**config.mk**
```make
export PLATFORM = sky130hd
export DESIGN_NAME = hssp_top
export DESIGN_NICKNAME = d
export VERILOG_FILES = /design/src/hssp_pkg.sv /design/src/hssp_strap_latch.sv /design/src/hssp_top.sv
export VERILOG_INCLUDE_DIRS = /design/src
export SDC_FILE = /design/constraint.sdc
export NUM_CORES = 1
export LEC_CHECK = 0
export BUFFER_PORTS_ARGS = -buffer_cell sky130_fd_sc_hd__buf_4
export CORE_MARGIN = 2
export CORE_UTILIZATION = 30
export DETAILED_ROUTE_END_ITERATION = 6
export HOLD_SLACK_MARGIN = 0.1
export SYNTH_ARGS = -nofsm -noshare
export SYNTH_HDL_FRONTEND = slang
export SYNTH_HIERARCHICAL = 1
export SYNTH_SLANG_ARGS = --single-unit
```
**constraint.sdc**
```tcl
create_clock -name ref_clk -period 1.2 [get_ports ref_clk]
set_input_delay 0.24 -clock ref_clk [delete_from_list [all_inputs] [get_ports ref_clk]]
set_output_delay 0.24 -clock ref_clk [all_outputs]
set_load 0.03 [all_outputs]
```
**src/hssp_consts.svh**
```systemverilog
/*
  Constants of the hub strap and status pin block: reset values of the
  latched strap levels and the width of the port power group.
  Assumes it is included by its bare name from each file that needs it.
*/
`ifndef HSSP_CONSTS_SVH
`define HSSP_CONSTS_SVH

// Number of downstream ports with a power control output.
`define HSSP_PORTS 4

// Strap levels assumed before sampling, matching each pin's pull.
`define HSSP_RST_SERIAL_STRAP  1'b1
`define HSSP_RST_PMDIS_STRAP   1'b0
`define HSSP_RST_POLARITY      1'b1
`define HSSP_RST_GANGED_STRAP  1'b0

// Idle level of the port 4 over-current pin, no event pending.
`define HSSP_RST_OC_LEVEL      1'b1

`endif

```
**src/hssp_pkg.sv**
```systemverilog
/*
  Types of the hub strap and status pin block: the sequencing states,
  the state records of both modules and the shared polarity function.
  Assumes hssp_consts.svh is reachable on the include path.
*/
`include "hssp_consts.svh"

package hssp_pkg;

  // Sequencing after reset, Gray coded along the only path.
  typedef enum logic [1:0]
  {
    HSSP_ST_RESET = 2'b00,
    HSSP_ST_LATCH = 2'b01,
    HSSP_ST_RUN   = 2'b11
  } hssp_state_t;

  // State of the strap latch.
  typedef struct packed
  {
    logic valid;
    logic serial_strap;
    logic pmdis_strap;
    logic polarity;
    logic ganged_strap;
  } hssp_strap_state_t;

  // State of the pin controller, every pin and status output registered.
  typedef struct packed
  {
    hssp_state_t               state;
    logic [`HSSP_PORTS-1:0]    pwr_out;
    logic [`HSSP_PORTS-1:0]    pwr_oe;
    logic                      ss_up_out;
    logic                      ss_up_oe;
    logic                      ss_susp_out;
    logic                      ss_susp_oe;
    logic                      scl_oe;
    logic                      sda_oe;
    logic                      scl_sense;
    logic                      sda_sense;
    logic                      i2c_en;
    logic                      smb_en;
    logic                      addr_bit1;
    logic                      addr_bit2;
    logic                      oc_prev;
    logic                      oc_level;
    logic                      oc_pulse;
  } hssp_main_t;

  // Maps a power request onto the pin level for the strapped polarity.
  function automatic logic hssp_apply_polarity(input logic on, input logic active_high);
    hssp_apply_polarity = active_high ? on : ~on;
  endfunction

endpackage

```
**src/hssp_strap_latch.sv**
```systemverilog
/*
  Strap latch: captures the four strap pin levels on one sample strobe
  and holds them until the next reset.
  Assumes the strobe comes once, at the first edge after reset release,
  and that the pins are not driven by the device at that moment.
*/
`timescale 1ns/1ps
`include "hssp_consts.svh"

module hssp_strap_latch (
  // Clock and reset.
  input  wire logic ref_clk,
  input  wire logic reset,
  // Sample strobe and raw pin levels.
  input  wire logic sample,
  input  wire logic serial_pin,
  input  wire logic pmdis_pin,
  input  wire logic polarity_pin,
  input  wire logic ganged_pin,
  // Latched levels.
  output logic      valid,
  output logic      serial_strap,
  output logic      pmdis_strap,
  output logic      polarity,
  output logic      ganged_strap
);
  import hssp_pkg::*;

  hssp_strap_state_t cur;
  hssp_strap_state_t next_cur;

  // Capture once; the levels then hold so a pin turned output cannot disturb them.
  always_comb
  begin
    next_cur = cur;
    if (sample && !cur.valid)
    begin
      next_cur.valid        = 1'b1;
      next_cur.serial_strap = serial_pin;
      next_cur.pmdis_strap  = pmdis_pin;
      next_cur.polarity     = polarity_pin;
      next_cur.ganged_strap = ganged_pin;
    end
  end

  // Reset restores the pull levels so decoding is defined before sampling.
  always_ff @(posedge ref_clk)
  begin
    if (reset)
    begin
      cur.valid        <= 1'b0;
      cur.serial_strap <= `HSSP_RST_SERIAL_STRAP;
      cur.pmdis_strap  <= `HSSP_RST_PMDIS_STRAP;
      cur.polarity     <= `HSSP_RST_POLARITY;
      cur.ganged_strap <= `HSSP_RST_GANGED_STRAP;
    end
    else
    begin
      cur <= next_cur;
    end
  end

  assign valid        = cur.valid;
  assign serial_strap = cur.serial_strap;
  assign pmdis_strap  = cur.pmdis_strap;
  assign polarity     = cur.polarity;
  assign ganged_strap = cur.ganged_strap;

endmodule

```
**src/hssp_top.sv**
```systemverilog
/*
  Hub strap and status pins: samples the strap pins at reset release,
  then turns shared pins into status outputs, steers the serial pins to
  the EEPROM master or the SMBus slave, drives the port power controls
  and watches the port 4 over-current input.
  Assumes all inputs are synchronous to ref_clk and the pad ring resolves
  each two-way pin from its output and output enable.
*/
// Overview of operation
// - Low on port 4 over-current pin is an event; high is none.
// - Serial mode pin sampled at reset release: high I2C, low SMBus.
// - In I2C mode the serial pins master an external EEPROM, clock driven.
// - In SMBus mode the host drives the clock; device answers as slave.
// - Power management strap low enables switching and over-current; high disables.
// - SMBus address bit 1 comes from the power management strap level.
// - When enabled, shared strap pin shows SuperSpeed connection status.
// - When enabled, serial mode pin shows SuperSpeed suspend status.
// - Polarity strap 0 makes power controls active low, 1 active high.
// - Full power management drives the four per-port power controls.
// - Ganged strap low gives per-port control, high gives ganged control.
// - SMBus address bit 2 comes from the ganged strap level.
`timescale 1ns/1ps
`include "hssp_consts.svh"

module hssp_top (
  // Clock and reset.
  input  wire logic                   ref_clk,
  input  wire logic                   reset,
  // Serial mode strap and SuperSpeed suspend status pin.
  input  wire logic                   serial_mode_select_n_in,
  output logic                        serial_mode_select_n_out,
  output logic                        serial_mode_select_n_oe,
  // Power management strap, SMBus address bit 1 and SuperSpeed connection pin.
  input  wire logic                   power_management_disable_n_in,
  output logic                        power_management_disable_n_out,
  output logic                        power_management_disable_n_oe,
  // Polarity and ganged straps.
  input  wire logic                   power_control_polarity,
  input  wire logic                   ganged_select_in,
  // Port power control pins.
  output logic [`HSSP_PORTS-1:0]      port_power_control_out,
  output logic [`HSSP_PORTS-1:0]      port_power_control_oe,
  // Port 4 over-current pin.
  input  wire logic                   port4_overcurrent_n,
  // Serial clock and data pins, open drain.
  input  wire logic                   scl_in,
  output logic                        scl_out,
  output logic                        scl_oe,
  input  wire logic                   sda_in,
  output logic                        sda_out,
  output logic                        sda_oe,
  // Hub core requests and feature configuration.
  input  wire logic [`HSSP_PORTS-1:0] port_power_request,
  input  wire logic                   ss_connected,
  input  wire logic                   ss_suspended,
  input  wire logic                   ss_connect_status_enable,
  input  wire logic                   ss_suspend_status_enable,
  // Serial engines.
  input  wire logic                   i2c_scl_drive_low,
  input  wire logic                   i2c_sda_drive_low,
  input  wire logic                   smb_sda_drive_low,
  output logic                        i2c_master_enable,
  output logic                        smbus_slave_enable,
  output logic                        serial_scl_sense,
  output logic                        serial_sda_sense,
  // Decoded configuration and status.
  output logic                        strap_valid,
  output logic                        power_switching_enable,
  output logic                        ganged_power_mode,
  output logic                        smbus_addr_bit1_strap,
  output logic                        smbus_addr_bit2_strap,
  output logic                        port4_overcurrent_event,
  output logic                        port4_overcurrent_pulse
);
  import hssp_pkg::*;

  hssp_main_t cur;
  hssp_main_t next_cur;
  logic       serial_strap;
  logic       pmdis_strap;
  logic       polarity_strap;
  logic       ganged_strap;
  logic       strap_sample;

  // Straps are caught on the first edge after reset release, pins still inputs.
  assign strap_sample = (cur.state == HSSP_ST_RESET);

  hssp_strap_latch u_strap (
    .ref_clk      (ref_clk),
    .reset        (reset),
    .sample       (strap_sample),
    .serial_pin   (serial_mode_select_n_in),
    .pmdis_pin    (power_management_disable_n_in),
    .polarity_pin (power_control_polarity),
    .ganged_pin   (ganged_select_in),
    .valid        (strap_valid),
    .serial_strap (serial_strap),
    .pmdis_strap  (pmdis_strap),
    .polarity     (polarity_strap),
    .ganged_strap (ganged_strap)
  );

  // Next state of every pin and status flop.
  always_comb
  begin
    logic run;
    logic i2c_mode;
    logic pm_en;
    logic any_req;
    logic on;
    run      = 1'b0;
    i2c_mode = 1'b0;
    pm_en    = 1'b0;
    any_req  = 1'b0;
    on       = 1'b0;
    next_cur = cur;
    case (cur.state)
      HSSP_ST_RESET: next_cur.state = HSSP_ST_LATCH;
      HSSP_ST_LATCH: next_cur.state = HSSP_ST_RUN;
      default:       next_cur.state = HSSP_ST_RUN;
    endcase
    // Nothing drives until the straps are held, so sampling sees only the board.
    run      = strap_valid;
    i2c_mode = serial_strap;
    pm_en    = ~pmdis_strap;
    any_req  = |port_power_request;
    for (int i = 0; i < `HSSP_PORTS; i++)
    begin
      on                  = ganged_strap ? any_req : port_power_request[i];
      next_cur.pwr_out[i] = hssp_apply_polarity(on, polarity_strap);
      next_cur.pwr_oe[i]  = run & pm_en;
    end
    // Status pins drive the level the core reports once the feature is enabled.
    next_cur.ss_up_oe    = run & ss_connect_status_enable;
    next_cur.ss_up_out   = run & ss_connect_status_enable & ss_connected;
    next_cur.ss_susp_oe  = run & ss_suspend_status_enable;
    next_cur.ss_susp_out = run & ss_suspend_status_enable & ss_suspended;
    // The clock is only pulled low by the EEPROM master; the SMBus host owns it.
    next_cur.scl_oe    = run & i2c_mode & i2c_scl_drive_low;
    next_cur.sda_oe    = run & (i2c_mode ? i2c_sda_drive_low : smb_sda_drive_low);
    next_cur.scl_sense = scl_in;
    next_cur.sda_sense = sda_in;
    next_cur.i2c_en    = run & i2c_mode;
    next_cur.smb_en    = run & ~i2c_mode;
    next_cur.addr_bit1 = run & ~i2c_mode & pmdis_strap;
    next_cur.addr_bit2 = run & ~i2c_mode & ganged_strap;
    // Only a falling pin counts as a new event; a held low stays one event.
    next_cur.oc_prev  = port4_overcurrent_n;
    next_cur.oc_level = run & pm_en & ~port4_overcurrent_n;
    next_cur.oc_pulse = run & pm_en & cur.oc_prev & ~port4_overcurrent_n;
  end

  // Single state register; reset releases every pin.
  always_ff @(posedge ref_clk)
  begin
    if (reset)
    begin
      cur          <= '0;
      cur.state    <= HSSP_ST_RESET;
      cur.oc_prev  <= `HSSP_RST_OC_LEVEL;
    end
    else
    begin
      cur <= next_cur;
    end
  end

  // Open-drain serial pins only ever pull low.
  assign scl_out                        = 1'b0;
  assign sda_out                        = 1'b0;
  assign scl_oe                         = cur.scl_oe;
  assign sda_oe                         = cur.sda_oe;
  assign serial_mode_select_n_out       = cur.ss_susp_out;
  assign serial_mode_select_n_oe        = cur.ss_susp_oe;
  assign power_management_disable_n_out = cur.ss_up_out;
  assign power_management_disable_n_oe  = cur.ss_up_oe;
  assign port_power_control_out         = cur.pwr_out;
  assign port_power_control_oe          = cur.pwr_oe;
  assign i2c_master_enable              = cur.i2c_en;
  assign smbus_slave_enable             = cur.smb_en;
  assign serial_scl_sense               = cur.scl_sense;
  assign serial_sda_sense               = cur.sda_sense;
  assign power_switching_enable         = ~pmdis_strap;
  assign ganged_power_mode              = ganged_strap;
  assign smbus_addr_bit1_strap          = cur.addr_bit1;
  assign smbus_addr_bit2_strap          = cur.addr_bit2;
  assign port4_overcurrent_event        = cur.oc_level;
  assign port4_overcurrent_pulse        = cur.oc_pulse;
endmodule

```
==> qor.tcl <==
set qor(post_route_clock_period_utilization) 0.9489
set qor(yosys.area.top_type) {dfxtp_1}
set qor(highest_delay_cell_along_the_critical_path) {dfxtp_2}
set qor(most_frequent_cells_after_synthesis) {dfxtp_1, nor2_1, buf_4, mux2i_1, and2_1}
set qor(drt_first_iter_violations) 24
set qor(grt_setup_unrepaired) {no}
set qor(core_area_sq_mm) 0.003003
set qor(overall_power_of_the_completed_layout_uw) 1628
set qor(status) {finished, final reports clean}
set qor(critical-path-max-stage-delay_ns) 0.37
set qor(ys_dominant_reg_cell) {dfxtp_1}
set qor(wire_length_of_the_first_global_routing_pass_mm) 2.511
set qor(count_of_synthesis_stage_warnings_from_yosys) 6
set qor(crit_path_start_kind) {flop}
set qor(dp.final_hpwl_mm) 1.269
set qor(die_y_microns) 59.82
set qor(n_fill_cell) 303
set qor(clk_transition_reported_paths_ns) 0.13
set qor(static_leak_uw) 0.0006232
set qor(hold_viol_final) 0
set qor(h_tree_depth) 1
set qor(sum_of_buffers_and_inverters_on_the_critical_path) 2
set qor(clock_sink_count) 27
set qor(num-nets-final) 150
set qor(numCtsBuffers) 3
set qor(netlist_instances) 88
set qor(port-buffer-count) 44
set qor(fin_skew_ns) 0.004433
set qor(path_cells) {inv_1 -> buf_4}
set qor(largest_reg_flops) 4
set qor(seqPwrFrac) 0.594
set qor(r2r_start) {u_strap/valid$_SDFFE_PP0P_}
set qor(post-place-ws_ns) -0.09401
set qor(post_placement_cell_count) 156
set qor(fin_hold_ws_ns) 0.1317
set qor(synth_seq_cells) 27
set qor(stdcell_count) 162
set qor(power.switching_fraction) 0.2575
set qor(postSynth.asyncResetShare) 0
set qor(critPathRequiredTime_ns) 0.96
set qor(first_global_vias) 641
set qor(cp_top_family) {flip-flops}
set qor(post_synthesis_cell_type_count) 19
set qor(part_of_the_yosys_area_used_for_sequential_elements) 0.5783
set qor(cp_data_arrival_time_ns) 0.90
set qor(finalCriticalPeriod_ns) 1.139
set qor(cap_viol_max_count) 0
set qor(maximum_number_of_pins_on_one_net_before_global_route_repair) 18
set qor(worstSetupStartpoint) {u_strap/pmdis_strap$_SDFFE_PP0P_}
set qor(holdCritPathClass) {primary input to flop}
set qor(yosysMostFrequentCell) {dfxtp_1}
set qor(power_density_mw_per_mm2) 1265
set qor(antenna_found_initial) 0
set qor(postRouteWirelength_mm) 1.695
set qor(comb_pwr_share) 0.182
set qor(power.switching_uw) 419.3
set qor(slew_viol_final) 0
set qor(cp-end-kind) {output pin}
set qor(track_usage) 0.09360
set qor(power.share.clock) 0.224
set qor(wire_per_inst_microns) 10.46
set qor(setup_viol_count_final) 0
set qor(grt.overflow.total) 0
set qor(netlist.area_leader.share) 0.5783
set qor(cts_tree) {yes}
set qor(cellInternalPower_uw) 1209
set qor(drtPass1Iterations) 4
set qor(fp.dieArea_sq_mm) 0.003578
set qor(initial_utilization) 0.3112
set qor(antenna_left) 0
set qor(fmax_mhz) 878.2
set qor(total_drc_errors_in_the_routed_layout) 0
set qor(std_cell_rows) 20
set qor(syn_area_sq_um) 934.6
set qor(via_count) 695
set qor(clk-insertion-delay-late_ns) 0.31
set qor(clk_root_buffer_cell) {clkbuf_4}
set qor(num_antenna_cells) 0
set qor(vias_per_cell) 4.290
set qor(postSynthAreaPerCell_sq_um) 10.62
set qor(top_cells_by_area_in_the_synthesized_netlist) {dfxtp_1, buf_4, mux2i_1}
set qor(critical_path_class) {flop to output pin}
set qor(hold_path.startpoint) {scl_in}
set qor(ratio_of_cells_with_drive_above_1_in_the_final_layout) 0.4341
set qor(flow.area_growth_from_synthesis_pct) 37.75
set qor(die-width_microns) 59.82
set qor(final_critical_path_setup_slack_ns) 0.06127
set qor(synth-edff-count) 0
set qor(ir_drop_uv) 338.1
set qor(timing.critical_path.fanout_max) 3
set qor(ioPinCount) 47
set qor(globalplace.congestion) 0.6822
set qor(cts-root-to-sink-buffers) 2
metal layers:
layer / global-route usage / part of all wire / vias to the layer above
li1: - / - / 355
met5: 0 / 0 / -
met3: 0.01732 / 0.078 / 2
met2: 0.1584 / 0.46 / 30
met1: 0.1041 / 0.44 / 308
met4: 0.06667 / 0.016 / 0
cell families after synthesis:
group                  after synthesis  share of synthesized area
DFF                                 27                     0.5783
muxes                                7                    0.07497
and+or+nand+nor                     34                     0.2169
buffers and inverters               13                    0.09370
AOI/OAI and AO/OA                    6                    0.03213
other                                1                   0.004012
final timing paths:
| path | slack [ns] | to | depth (start not counted) |
|---|---|---|---|
| setup / recovery | 0.06 | power_switching_enable | 2 |
| hold / removal | 0.13 | serial_scl_sense$_SDFF_PP0_ | 2 |
| setup reg to reg | 0.24 | scl_oe$_SDFF_PP0_ | 2 |
| hold reg to reg | 0.45 | port4_overcurrent_pulse$_SDFF_PP0_ | 1 |
cells in the final DEF (no fill, tap or decap):
cell	Yosys	final
and2_1	5	5
and3_1	3	3
buf_4	10	46
clkbuf_1	0	1
clkbuf_4	0	3
conb_1	1	2
dfxtp_1	27	24
dfxtp_2	0	2
dfxtp_4	0	1
dlygate4sd3_1	0	1
inv_1	2	2
mux2i_1	7	7
nand2_1	1	1
nand2b_1	3	3
nand4bb_1	2	2
nor2_1	11	11
nor2b_1	3	3
nor2b_4	1	1
nor3_1	2	2
o21ai_0	4	4
o21ai_1	2	2
or2_2	2	2
or4_4	1	1
per-stage QoR:
step / utilization / TNS (ns) / cell area, sq um
2_1_floorplan: - / 0 / 938.4
3_3_place_gp: 0.4121 / -0.2364 / 1237
3_5_place_dp: 0.4121 / -0.3662 / 1237
4_1_cts: 0.4254 / 0 / 1277
5_1_grt: 0.4288 / 0 / 1287
6_report: 0.4288 / 0 / 1287
final cells by class:
cell class | instances | area (sq um) | area share
flip-flops and latches | 27 | 546.8 | 0.4247
clock buffers | 4 | 26.28 | 0.02041
well taps | 33 | 41.29 | 0.03207
multi-input cells | 49 | 310.3 | 0.2410
repair buffers | 47 | 355.3 | 0.2760
inverters | 2 | 7.507 | 0.005831
timing repair:
item                                   in CTS  in global routing
hold buffers                                1                  0
setup endpoints to repair                   3                  2
pin swaps                                   0                  0
gates resized for setup                     3                  1
endpoints found under the hold margin       1                  0
setup buffers                               0                  1
power groups by stage:
stage          sequential (uW)  clock (uW)  combinational, uW
6_report                   968         364                296
5_1_grt                    974         424                316
4_1_cts                    970         380                296
3_5_place_dp               988           0                292
3_3_place_gp               988           0                288
2_1_floorplan             1020           0                160
No activity file was read; power rests on OpenSTA's default activity.
